<file path="config.mk">
export PLATFORM = sky130hd
export DESIGN_NAME = pwo_top
export DESIGN_NICKNAME = d
export VERILOG_FILES = /design/src/hdl/pwo_pkg.sv /design/src/hdl/pwo_top.sv
export SDC_FILE = /design/constraint.sdc
export NUM_CORES = 1
export LEC_CHECK = 0
export BUFFER_PORTS_ARGS = -buffer_cell sky130_fd_sc_hd__buf_2
export CORE_AREA = 2 2 151 153
export CTS_CLUSTER_DIAMETER = 80
export CTS_CLUSTER_SIZE = 24
export DETAILED_ROUTE_END_ITERATION = 10
export DIE_AREA = 0 0 153 155
export MAX_ROUTING_LAYER = met4
export PLACE_DENSITY = 0.75
export SKIP_LAST_GASP = 1
export SYNTH_ARGS = -nofsm -noshare
export SYNTH_HDL_FRONTEND = slang
export SYNTH_SLANG_ARGS = --single-unit
</file>
<file path="constraint.sdc">
create_clock -name aclk -period 3 [get_ports aclk]
set_input_delay 0.15 -clock aclk [delete_from_list [all_inputs] [get_ports aclk]]
set_output_delay 0.15 -clock aclk [all_outputs]
set_load 0.02 [all_outputs]
</file>
<file path="src/hdl/pwo_pkg.sv">
// Shared constants and types of the PWM output override and status block
package pwo_pkg;
	localparam int N_CHAN = 4;
	localparam int N_CMP = 8;
	localparam int N_FAULT = 6;

	localparam logic [31:0] OFS_ISR2 = 32'h40020040;
	localparam logic [31:0] OFS_OVERRIDE = 32'h40020044;
	localparam logic [31:0] OFS_SELECT = 32'h40020048;
	localparam logic [31:0] OFS_SET_NOW = 32'h4002004C;
	localparam logic [31:0] OFS_CLEAR_NOW = 32'h40020050;
	localparam logic [31:0] OFS_SET_NEXT = 32'h40020054;
	localparam logic [31:0] OFS_CLEAR_NEXT = 32'h40020058;
	localparam logic [31:0] OFS_FAULT_MODE = 32'h4002005C;
	localparam logic [31:0] OFS_IRQ_MASK = 32'h400200F0;

	localparam int HIGH_LSB = 0;
	localparam int LOW_LSB = 16;
	localparam int FAULT_POLARITY_LSB = 0;
	localparam int FAULT_LATCH_MODE_LSB = 8;
	localparam int FAULT_FILTER_ENABLE_LSB = 16;
	localparam int ST_SYNC_UPDATE_WRITE_READY = 0;
	localparam int ST_DMA_TRANSMIT_END = 1;
	localparam int ST_DMA_BUFFER_EMPTY = 2;
	localparam int ST_SYNC_UPDATE_UNDERRUN = 3;
	localparam int ST_CMPM_LSB = 8;
	localparam int ST_CMPU_LSB = 16;

	localparam logic [1:0] RESP_OKAY = 2'h0;
	localparam logic [1:0] RESP_SLVERR = 2'h2;

	typedef struct packed {
		logic [N_CHAN-1:0] high;
		logic [N_CHAN-1:0] low;
	} pwo_pins_t;

	typedef struct packed {
		logic write_ready;
		logic underrun;
		logic counter_zero;
		logic program_write;
		logic buffer_empty;
		logic [N_CMP-1:0] cmp_match;
		logic [N_CMP-1:0] cmp_update;
	} pwo_events_t;

	typedef struct packed {
		logic sync_update_write_ready;
		logic dma_transmit_end;
		logic dma_buffer_empty;
		logic sync_update_underrun;
		logic [N_CMP-1:0] cmpm;
		logic [N_CMP-1:0] cmpu;
	} pwo_status_t;

	typedef struct packed {
		logic awready;
		logic wready;
		logic arready;
		logic aw_held;
		logic [31:0] aw_addr;
		logic w_held;
		logic [31:0] w_data;
		logic [3:0] w_strb;
		logic bvalid;
		logic [1:0] bresp;
		logic rvalid;
		logic [1:0] rresp;
		logic [31:0] rdata;
		logic [N_CHAN-1:0] ovr_high;
		logic [N_CHAN-1:0] ovr_low;
		logic [N_CHAN-1:0] sel_high;
		logic [N_CHAN-1:0] sel_low;
		logic [N_CHAN-1:0] pend_set_high;
		logic [N_CHAN-1:0] pend_set_low;
		logic [N_CHAN-1:0] pend_clr_high;
		logic [N_CHAN-1:0] pend_clr_low;
		logic [N_FAULT-1:0] fmr_pol;
		logic [N_FAULT-1:0] fmr_latch;
		logic [N_FAULT-1:0] fmr_filt;
		logic [N_FAULT-1:0] fin_meta;
		logic [N_FAULT-1:0] fin_sync;
		logic [N_FAULT-1:0] fin_h1;
		logic [N_FAULT-1:0] fin_h2;
		logic [N_FAULT-1:0] fin_filt;
		logic [N_FAULT-1:0] fault_act;
		pwo_status_t st;
		logic [31:0] irq_mask;
		logic irq;
		pwo_pins_t pins;
	} pwo_state_t;

	// Fault sampling stages start at the pulled-up idle level of the fault lines
	localparam logic [N_FAULT-1:0] FAULT_IDLE = '1;
	localparam pwo_state_t STATE_RESET = '{fin_meta: FAULT_IDLE, fin_sync: FAULT_IDLE,
		fin_h1: FAULT_IDLE, fin_h2: FAULT_IDLE, fin_filt: FAULT_IDLE, default: '0};
endpackage

</file>
<file path="src/hdl/pwo_top.sv">
// PWM output override stage, second interrupt status and fault mode
// What this block does
// - Write-ready flag set when synchronous duty and dead-time writes become accepted, sticky until status read.
// - End-of-buffer flag set when DMA counter hits zero, cleared by DMA programming.
// - Underrun flag is sticky until the status register is read.
// - Each comparison has a sticky match flag since last status read.
// - Each comparison has a sticky update flag since last status read.
// - Status read clears write-ready, underrun and comparison flags.
// - Override levels per channel: high side bits 0-3, low side bits 16-19.
// - Selection bit 0 routes dead-time output, 1 routes override level.
// - Set-now register ones switch outputs to override at once.
// - Clear-now register ones switch outputs back to dead-time at once.
// - Deferred set ones switch to override at the channel's next period start.
// - Deferred clear ones return to dead-time at the channel's next period start.
// - Fault mode writes ignored while either group five protect bit is set.
// - Fault polarity bit picks the active input level.
// - Latched fault stays until condition gone and software clears it.
// - Filter bit enables input filtering for that fault.
`timescale 1ns/10ps
`default_nettype none
module pwo_top (
	input wire logic aclk,
	input wire logic aresetn,
	input wire logic [31:0] awaddr,
	input wire logic awvalid,
	output logic awready,
	input wire logic [31:0] wdata,
	input wire logic [3:0] wstrb,
	input wire logic wvalid,
	output logic wready,
	output logic [1:0] bresp,
	output logic bvalid,
	input wire logic bready,
	input wire logic [31:0] araddr,
	input wire logic arvalid,
	output logic arready,
	output logic [31:0] rdata,
	output logic [1:0] rresp,
	output logic rvalid,
	input wire logic rready,
	input wire pwo_pkg::pwo_pins_t deadtime,
	input wire logic [pwo_pkg::N_CHAN-1:0] period_start,
	input wire pwo_pkg::pwo_events_t events,
	input wire logic [pwo_pkg::N_FAULT-1:0] fault_in,
	input wire logic [pwo_pkg::N_FAULT-1:0] fault_clear,
	input wire logic soft_protect_group_five,
	input wire logic hard_protect_group_five,
	output var pwo_pkg::pwo_pins_t pins,
	output logic [pwo_pkg::N_FAULT-1:0] fault_active,
	output logic irq
);
	import pwo_pkg::*;

	pwo_state_t s;
	pwo_state_t next_s;
	logic wr_fire;
	logic rd_take;
	logic isr_read;
	logic [31:0] wmask;
	logic [31:0] wdat;
	logic [N_FAULT-1:0] fin_used;
	logic [N_FAULT-1:0] fault_cond;

	function automatic logic [31:0] status_image(input pwo_status_t st);
		logic [31:0] img;
		img = 32'h0;
		img[ST_SYNC_UPDATE_WRITE_READY] = st.sync_update_write_ready;
		img[ST_DMA_TRANSMIT_END] = st.dma_transmit_end;
		img[ST_DMA_BUFFER_EMPTY] = st.dma_buffer_empty;
		img[ST_SYNC_UPDATE_UNDERRUN] = st.sync_update_underrun;
		img[ST_CMPM_LSB +: N_CMP] = st.cmpm;
		img[ST_CMPU_LSB +: N_CMP] = st.cmpu;
		return img;
	endfunction

	function automatic logic [31:0] pair_image(input logic [N_CHAN-1:0] hi,
			input logic [N_CHAN-1:0] lo);
		logic [31:0] img;
		img = 32'h0;
		img[HIGH_LSB +: N_CHAN] = hi;
		img[LOW_LSB +: N_CHAN] = lo;
		return img;
	endfunction

	assign wr_fire = s.aw_held && s.w_held && !s.bvalid;
	assign rd_take = arvalid && s.arready;
	assign isr_read = rd_take && (araddr == OFS_ISR2);
	assign wmask = {{8{s.w_strb[3]}}, {8{s.w_strb[2]}}, {8{s.w_strb[1]}}, {8{s.w_strb[0]}}};
	assign wdat = s.w_data & wmask;

	// Per-input polarity and optional filtering
	genvar y;
	generate
		for (y = 0; y < N_FAULT; y++) begin : g_fault
			assign fin_used[y] = s.fmr_filt[y] ? s.fin_filt[y] : s.fin_sync[y];
			assign fault_cond[y] = (fin_used[y] == s.fmr_pol[y]);
		end
	endgenerate

	always_comb begin
		logic [31:0] merged;
		logic [31:0] fmr_img;
		merged = 32'h0;
		fmr_img = pair_image('0, '0);
		next_s = s;

		// Write address and data taken in either order
		if (awvalid && s.awready) begin
			next_s.aw_held = 1'b1;
			next_s.aw_addr = awaddr;
		end
		if (wvalid && s.wready) begin
			next_s.w_held = 1'b1;
			next_s.w_data = wdata;
			next_s.w_strb = wstrb;
		end
		if (s.bvalid && bready) begin
			next_s.bvalid = 1'b0;
		end
		if (s.rvalid && rready) begin
			next_s.rvalid = 1'b0;
		end

		// Deferred selection applied at each channel's period start
		for (int c = 0; c < N_CHAN; c++) begin
			if (period_start[c]) begin
				next_s.sel_high[c] = (s.sel_high[c] | s.pend_set_high[c]) & ~s.pend_clr_high[c];
				next_s.sel_low[c] = (s.sel_low[c] | s.pend_set_low[c]) & ~s.pend_clr_low[c];
				next_s.pend_set_high[c] = 1'b0;
				next_s.pend_set_low[c] = 1'b0;
				next_s.pend_clr_high[c] = 1'b0;
				next_s.pend_clr_low[c] = 1'b0;
			end
		end

		// Status clears first so that a same-cycle event wins
		if (isr_read) begin
			next_s.st.sync_update_write_ready = 1'b0;
			next_s.st.sync_update_underrun = 1'b0;
			next_s.st.cmpm = '0;
			next_s.st.cmpu = '0;
		end
		if (events.program_write) begin
			next_s.st.dma_transmit_end = 1'b0;
		end

		if (wr_fire) begin
			next_s.aw_held = 1'b0;
			next_s.w_held = 1'b0;
			next_s.bvalid = 1'b1;
			next_s.bresp = RESP_OKAY;
			case (s.aw_addr)
				OFS_ISR2: begin
					// Write-one-to-clear on top of a same-cycle read clear
					next_s.st.sync_update_write_ready = next_s.st.sync_update_write_ready & ~wdat[ST_SYNC_UPDATE_WRITE_READY];
					next_s.st.dma_transmit_end = next_s.st.dma_transmit_end & ~wdat[ST_DMA_TRANSMIT_END];
					next_s.st.sync_update_underrun = next_s.st.sync_update_underrun & ~wdat[ST_SYNC_UPDATE_UNDERRUN];
					next_s.st.cmpm = next_s.st.cmpm & ~wdat[ST_CMPM_LSB +: N_CMP];
					next_s.st.cmpu = next_s.st.cmpu & ~wdat[ST_CMPU_LSB +: N_CMP];
				end
				OFS_OVERRIDE: begin
					merged = (pair_image(s.ovr_high, s.ovr_low) & ~wmask) | wdat;
					next_s.ovr_high = merged[HIGH_LSB +: N_CHAN];
					next_s.ovr_low = merged[LOW_LSB +: N_CHAN];
				end
				OFS_SELECT: begin
					merged = (pair_image(s.sel_high, s.sel_low) & ~wmask) | wdat;
					next_s.sel_high = merged[HIGH_LSB +: N_CHAN];
					next_s.sel_low = merged[LOW_LSB +: N_CHAN];
				end
				OFS_SET_NOW: begin
					next_s.sel_high = next_s.sel_high | wdat[HIGH_LSB +: N_CHAN];
					next_s.sel_low = next_s.sel_low | wdat[LOW_LSB +: N_CHAN];
				end
				OFS_CLEAR_NOW: begin
					next_s.sel_high = next_s.sel_high & ~wdat[HIGH_LSB +: N_CHAN];
					next_s.sel_low = next_s.sel_low & ~wdat[LOW_LSB +: N_CHAN];
				end
				OFS_SET_NEXT: begin
					next_s.pend_set_high = next_s.pend_set_high | wdat[HIGH_LSB +: N_CHAN];
					next_s.pend_set_low = next_s.pend_set_low | wdat[LOW_LSB +: N_CHAN];
					next_s.pend_clr_high = next_s.pend_clr_high & ~wdat[HIGH_LSB +: N_CHAN];
					next_s.pend_clr_low = next_s.pend_clr_low & ~wdat[LOW_LSB +: N_CHAN];
				end
				OFS_CLEAR_NEXT: begin
					next_s.pend_clr_high = next_s.pend_clr_high | wdat[HIGH_LSB +: N_CHAN];
					next_s.pend_clr_low = next_s.pend_clr_low | wdat[LOW_LSB +: N_CHAN];
					next_s.pend_set_high = next_s.pend_set_high & ~wdat[HIGH_LSB +: N_CHAN];
					next_s.pend_set_low = next_s.pend_set_low & ~wdat[LOW_LSB +: N_CHAN];
				end
				OFS_FAULT_MODE: begin
					if (!soft_protect_group_five && !hard_protect_group_five) begin
						fmr_img[FAULT_POLARITY_LSB +: N_FAULT] = s.fmr_pol;
						fmr_img[FAULT_LATCH_MODE_LSB +: N_FAULT] = s.fmr_latch;
						fmr_img[FAULT_FILTER_ENABLE_LSB +: N_FAULT] = s.fmr_filt;
						merged = (fmr_img & ~wmask) | wdat;
						next_s.fmr_pol = merged[FAULT_POLARITY_LSB +: N_FAULT];
						next_s.fmr_latch = merged[FAULT_LATCH_MODE_LSB +: N_FAULT];
						next_s.fmr_filt = merged[FAULT_FILTER_ENABLE_LSB +: N_FAULT];
					end
				end
				OFS_IRQ_MASK: begin
					next_s.irq_mask = (s.irq_mask & ~wmask) | wdat;
				end
				default: begin
					next_s.bresp = RESP_SLVERR;
				end
			endcase
		end

		// Hardware sets win over every clear above
		if (events.write_ready) begin
			next_s.st.sync_update_write_ready = 1'b1;
		end
		if (events.counter_zero) begin
			next_s.st.dma_transmit_end = 1'b1;
		end
		if (events.underrun) begin
			next_s.st.sync_update_underrun = 1'b1;
		end
		next_s.st.cmpm = next_s.st.cmpm | events.cmp_match;
		next_s.st.cmpu = next_s.st.cmpu | events.cmp_update;
		next_s.st.dma_buffer_empty = events.buffer_empty;

		if (rd_take) begin
			next_s.rvalid = 1'b1;
			next_s.rresp = RESP_OKAY;
			case (araddr)
				OFS_ISR2: next_s.rdata = status_image(s.st);
				OFS_OVERRIDE: next_s.rdata = pair_image(s.ovr_high, s.ovr_low);
				OFS_SELECT: next_s.rdata = pair_image(s.sel_high, s.sel_low);
				OFS_SET_NOW, OFS_CLEAR_NOW, OFS_SET_NEXT, OFS_CLEAR_NEXT: next_s.rdata = 32'h0;
				OFS_FAULT_MODE: begin
					fmr_img[FAULT_POLARITY_LSB +: N_FAULT] = s.fmr_pol;
					fmr_img[FAULT_LATCH_MODE_LSB +: N_FAULT] = s.fmr_latch;
					fmr_img[FAULT_FILTER_ENABLE_LSB +: N_FAULT] = s.fmr_filt;
					next_s.rdata = fmr_img;
				end
				OFS_IRQ_MASK: next_s.rdata = s.irq_mask;
				default: begin
					next_s.rdata = 32'h0;
					next_s.rresp = RESP_SLVERR;
				end
			endcase
		end

		next_s.awready = !next_s.aw_held && !next_s.bvalid;
		next_s.wready = !next_s.w_held && !next_s.bvalid;
		next_s.arready = !next_s.rvalid;

		// Fault input sync, three-sample filter and activation
		// Stages reset to the idle line level, so reset raises no fault
		next_s.fin_meta = fault_in;
		next_s.fin_sync = s.fin_meta;
		next_s.fin_h1 = s.fin_sync;
		next_s.fin_h2 = s.fin_h1;
		next_s.fin_filt = (s.fin_sync & s.fin_h1 & s.fin_h2)
			| (s.fin_filt & (s.fin_sync | s.fin_h1 | s.fin_h2));
		next_s.fault_act = fault_cond | (s.fmr_latch & s.fault_act & ~fault_clear);

		next_s.pins.high = (s.sel_high & s.ovr_high) | (~s.sel_high & deadtime.high);
		next_s.pins.low = (s.sel_low & s.ovr_low) | (~s.sel_low & deadtime.low);
		next_s.irq = |(status_image(next_s.st) & next_s.irq_mask);
	end

	always_ff @(posedge aclk) begin
		if (!aresetn) begin
			s <= STATE_RESET;
		end else begin
			s <= next_s;
		end
	end

	assign awready = s.awready;
	assign wready = s.wready;
	assign bvalid = s.bvalid;
	assign bresp = s.bresp;
	assign arready = s.arready;
	assign rvalid = s.rvalid;
	assign rresp = s.rresp;
	assign rdata = s.rdata;
	assign pins = s.pins;
	assign fault_active = s.fault_act;
	assign irq = s.irq;
endmodule
`default_nettype wire

</file>
Yosys cells after proc, flatten, opt, wreduce, memory -nomap -nowiden
Cells that the tools add are included.
{"block": "totals", "output_inout_bits": 56, "word_cells": 223, "inputBits": 154, "ff_bits": 258}
{"block": "classes", "reduce_logical": 23, "eq_ne": 24, "bitwise_logic": 79, "muxes": 57}
{"cell": "equality test 32 x 31 -> 1 bit, second input constant", "count": 18}
{"cell": "one-hot mux 32 bit (5 select lines)", "count": 1}
{"cell": "AND 32 bit", "count": 2}
{"cell": "2-to-1 mux 49 bit", "count": 1}
{"cell": "2-to-1 mux 42 bit", "count": 1}
{"cell": "AND 20 bit", "count": 2}
{"cell": "AND 4 bit", "count": 10}
{"cell": "bitwise OR 20 bit", "count": 2}
{"cell": "2-to-1 mux 1 bit", "count": 39}
{"cell": "2-to-1 mux 37 bit", "count": 1}
{"cell": "2-to-1 mux 18 bit", "count": 2}
{"cell": "2-to-1 mux 35 bit", "count": 1}
{"cell": "2-to-1 mux 17 bit", "count": 2}
{"cell": "2-to-1 mux 33 bit", "count": 1}
{"cell": "AND 24 x 32 -> 32 bit", "count": 1}
{"cell": "2-to-1 mux 32 bit", "count": 1}
{"cell": "NOT 32 bit", "count": 1}
{"cell": "bitwise OR 32 bit", "count": 1}
{"cell": "bitwise OR 4 bit", "count": 8}
{"cell": "one-hot mux 16 bit (2 select lines)", "count": 1}
{"cell": "OR reduction 32 bit", "count": 1}
{"cell": "AND 6 bit", "count": 5}
{"cell": "bitwise OR 6 bit", "count": 4}
{"cell": "one-hot mux 8 bit (3 select lines)", "count": 1}
{"cell": "other kinds (18)", "count": 76}

Depth between registers and ports, before layout
{"block": "depth", "depth_word": 9, "depth_mapped": 9}

Least setup slack after synthesis
OpenSTA, ideal clock, no wires.
{"block": "synth_timing", "path_kind": "reg-to-reg", "start": "register s[247] (netlist bit)", "end": "register s (netlist bit irq)", "arrival_ps": 2764, "path_buffers": 0, "period_less_slack_ps": 2889, "stages_incl_launch_ff": 8, "setup_slack_ps": 111, "cell_sequence": "dfxtp_1 > nor4b_1 > nand4_1 > nor3_2 > mux2i_1 > o22ai_1 > or4_1 > o41a_1"}
{"block": "synth_via", "elab_chain_len": 6, "word_cells_on_any_way": 14, "classes_between": "eq/ne: 2; mux: 8; bitwise: 3; reduce/logical: 1"}
{"item": "start: declaration", "line": "pwo_top.sv:54", "rtl": "pwo_state_t s;"}
{"item": "start signal: assignment", "line": "pwo_top.sv:270", "rtl": "s <= next_s;"}
{"item": "equality test 32 x 31 -> 1 bit", "line": "pwo_top.sv:152", "rtl": "case (s.aw_addr)"}
{"item": "2-to-1 mux 2 bit / 2-to-1 mux 17 bit (equally long branches)", "line": "pwo_top.sv:152"}
{"item": "2-to-1 mux 2 bit / 2-to-1 mux 49 bit (equally long branches)", "line": "pwo_top.sv:147", "rtl": "if (wr_fire) begin"}
{"item": "2-to-1 mux 1 bit, or another cell as far along", "line": "pwo_top.sv:212", "rtl": "if (events.write_ready) begin"}
{"item": "AND 24 x 32 -> 32 bit (*)", "line": "pwo_top.sv:263", "rtl": "next_s.irq = |(status_image(next_s.st) & next_s.irq_mask);"}
{"item": "OR reduction 32 bit (*)", "line": "pwo_top.sv:263"}
Every way passes the cells marked *; elsewhere a longest branch is shown, timed or not.
A chain may end at the register's enable or synchronous reset.

Worst setup path in the final report
{"block": "layout_timing", "start": "register s[222] (netlist bit)", "end": "register s (netlist bit irq)"}
The elaborated chain is that of the path after synthesis.

==> run metrics <==
CTS root buf=clkbuf_16; fmax=about 0.35 GHz; Setup CP Type=flip-flop to flip-flop; drc violations=0; Leak Pwr=5.30 nW; post-synthesis adder-cell area fraction=0; Top Ports=210; r2r startpoint=s[222]; Via Count=~10,000; global route total overflow=0; post-DP HPWL=approximately 23,000 um; setup violators final=0; placed cell area=roughly 0.012 mm^2; outcome=completed; WL per Instance=around 18 um; post-synthesis cell count=~1,300; CP arrival=roughly 3200 ps; routed vias/inst=approximately 5.7; asr flop ratio synth=0; Final period util=0.950; PortBufs=about 210; Finished Cell Area=between 0.01 and 0.015 mm^2; clk sinks=256; met1 WL=roughly 14,000 um; Min-Delay Path Depth=3; gr usage total=0.273; cells on worst reg2reg path=7; Final min period=2850 ps; CP endpoint kind=flip-flop; nets=roughly 1,700; Met2 Wirelength=15,600 um; Critical Path RT=approximately 3400 ps; share of layout cells above drive strength 1=0.192; final hold vios=0; worst vdd ir=between 0.3 and 0.4 mV; mux share of post-synthesis cell area=0.0543; reg2reg setup slack=150 ps; vias in the first global route=9,666; Die Height=between 150 and 200 um; FF-to-FF End=irq; WHS Endpoint=awready; worst clock skew=around 10 ps; routed length on met3=between 2000 and 2500 um; Synth Area per Inst=between 8 and 9 um^2; Power Dens Cells=roughly 460 mW/mm^2; multi-input logic area=a little over 0.005 mm^2; clock transition at the registers of the reported paths=approximately 100 ps; CTS tree=done; H-tree depth=1; DR top layer=met4; Seq/Total Area, Yosys=0.471; RePlAce Congestion=about 0.9; Pre-antenna DRT Iters=8; Max Root-Sink Buffers=3; EDFF count, synth=0; max-cap viol count=0; die width=~150 um; first-pass GRT wire length=50,900 um; register area=0.00512 mm^2; Clock Latency Late Sink=about 490 ps; Antenna Nets Post-Route=0; Core ar.=0.0222 mm^2; Max FO, Critical Path=5; Num CTS Buffers=14; Primary FF master, synth=dfxtp_1; initial drt markers=just over 1,000; worst min path class=primary input to flip-flop; placed cells=approximately 1,700; Synth Area in XOR/XNOR=0.00483; largest family of logic cells by synthesized area=simple AND/OR/NAND/NOR gates; distinct cell type count after synthesis=64; Simple-Gate Fraction of Synth Area=0.241; RSZ-0062 raised after global routing=no; antenna violations before repair=1; Core Rows=55; Worst Tran Pin Value=roughly 1000 ps; die area=0.0237 mm^2; worst setup path startpoint=s[222]; compound-gate portion of the synthesized area=0.161; FF+latch count, synth=between 200 and 300; crit path launch type=flip-flop; Non-Filler Instances=about 1,800; Hold Startpoint=awvalid; largest net degree at the start of global routing=about 120; fin. max-slew vios=0; Max-slew headroom=0.320; Syn Std Cell Area=approximately 0.011 mm^2; fillcell total=roughly 1,900; Initial Util=0.489; Ys Warns=0; Total Wirelength=about 33,000 um; Area growth, synth to finish=23.8%
## cell type report
type,count,share of cell area
antenna,1,0.000186
clock buffer,15,0.0279
clock inverter,2,0.000929
inverter,6,0.00186
multi-input combinational,889,0.376
sequential,256,0.381
tap,285,0.0265
timing repair buffer,362,0.186
## worst max-delay path, cell delays in order (launching register included)
cell	delay [ps]
dfxtp_1	370
or4_4	620
nor3_4	310
nand4_1	160
a31oi_1	280
o22ai_1	120
or4_1	470
o41a_1	410
## per-layer routing
metal | vias to the layer above | global-route usage
met3 | 63 | 0.0337
met4 | 0 | 0.0855
met2 | 438 | 0.441
met5 | - | -
li1 | 4930 | -
met1 | 4869 | 0.360
## synth_stat cells, types with 3 or more instances
cell | n | area, um^2
a21oi_1 | 149 | 746
o221a_2 | 7 | 78.8
o32ai_1 | 3 | 26.3
a211oi_1 | 11 | 82.6
and4_1 | 7 | 61.3
xnor2_1 | 6 | 52.6
or3_1 | 4 | 25.0
buf_4 | 51 | 383
o31ai_1 | 3 | 22.5
nand4b_1 | 3 | 26.3
nor4_2 | 3 | 37.5
nand3b_1 | 8 | 60.1
dfxtp_1 | 256 | 5120
and3_1 | 9 | 56.3
buf_6 | 3 | 33.8
o21a_1 | 23 | 173
clkbuf_1 | 68 | 255
nor3_1 | 8 | 40.0
nand2b_1 | 34 | 213
inv_1 | 5 | 18.8
and2_1 | 14 | 87.6
nor4_1 | 11 | 68.8
o21ai_0 | 25 | 125
buf_2 | 4 | 20.0
a221oi_1 | 5 | 43.8
a222oi_1 | 16 | 160
nand3_1 | 20 | 100
nand2_1 | 233 | 875
o22ai_1 | 6 | 37.5
mux2i_1 | 59 | 591
buf_1 | 4 | 15.0
nor3b_1 | 16 | 120
nor4b_1 | 7 | 61.3
a31oi_1 | 17 | 106
nor2_1 | 118 | 443
a22oi_1 | 3 | 22.5
nand4_1 | 25 | 156
## cell usage in the layout (no fill, tap or decap), types with 34 or more instances in the layout
master / synthesis / final
mux2i_1: 59 / 59
nand2_1: 233 / 233
buf_4: 51 / 42
nor2_1: 118 / 118
nand2b_1: 34 / 34
dfxtp_1: 256 / 256
buf_2: 4 / 207
a21oi_1: 149 / 149
dlygate4sd3_1: 0 / 111
## stage by stage
step	TNS, ps	util	hold WS, ps	worst slack (ps)	total power [W]
after floorplan	0	-	251	111	0.00396
after global placement	0	0.536	333	88.2	0.00417
after detailed placement	-86.8	0.536	335	-86.8	0.00418
after CTS	0	0.603	18.5	50.1	0.00626
after global routing	0	0.606	51.7	1.02	0.00647
final	0	0.606	51.4	150	0.00625
## worst max path at each step
stage	end	slack, ps	depth (start not counted)
3_3_place_gp	irq	90	8
4_1_cts	irq	50	8
5_1_grt	irq	1	9
2_1_floorplan	irq	110	7
3_5_place_dp	irq	-90	8
6_report	irq	150	7
## logic make-up after synthesis
| family | after synthesis |
|---|---|
| AOI/OAI and AO/OA | 283 |
| xor gates and xnor gates | 6 |
| buffers and inverters | 136 |
| DFF | 256 |
| muxes | 59 |
| other | 1 |
| and+or+nand+nor | 539 |
## report_power, final
| part | internal (W) | total, W | leakage [nW] | switching [W] |
|---|---|---|---|---|
| Sequential | 0.00350 | 0.00359 | 2.08 | 0.0000912 |
| Clock | 0.000904 | 0.00201 | 0.189 | 0.00111 |
| Combinational | 0.000306 | 0.000650 | 3.02 | 0.000345 |
## what timing repair did
| action | CTS | global route |
|---|---|---|
| gates resized for setup | 1 | 7 |
| setup endpoints to repair | 1 | 1 |
| pin swaps | 0 | 1 |
| endpoints found under the hold margin | 112 | 0 |
| hold buffers | 111 | 0 |
| setup buffers | 0 | 1 |
Power figures use the tool's default switching activity.
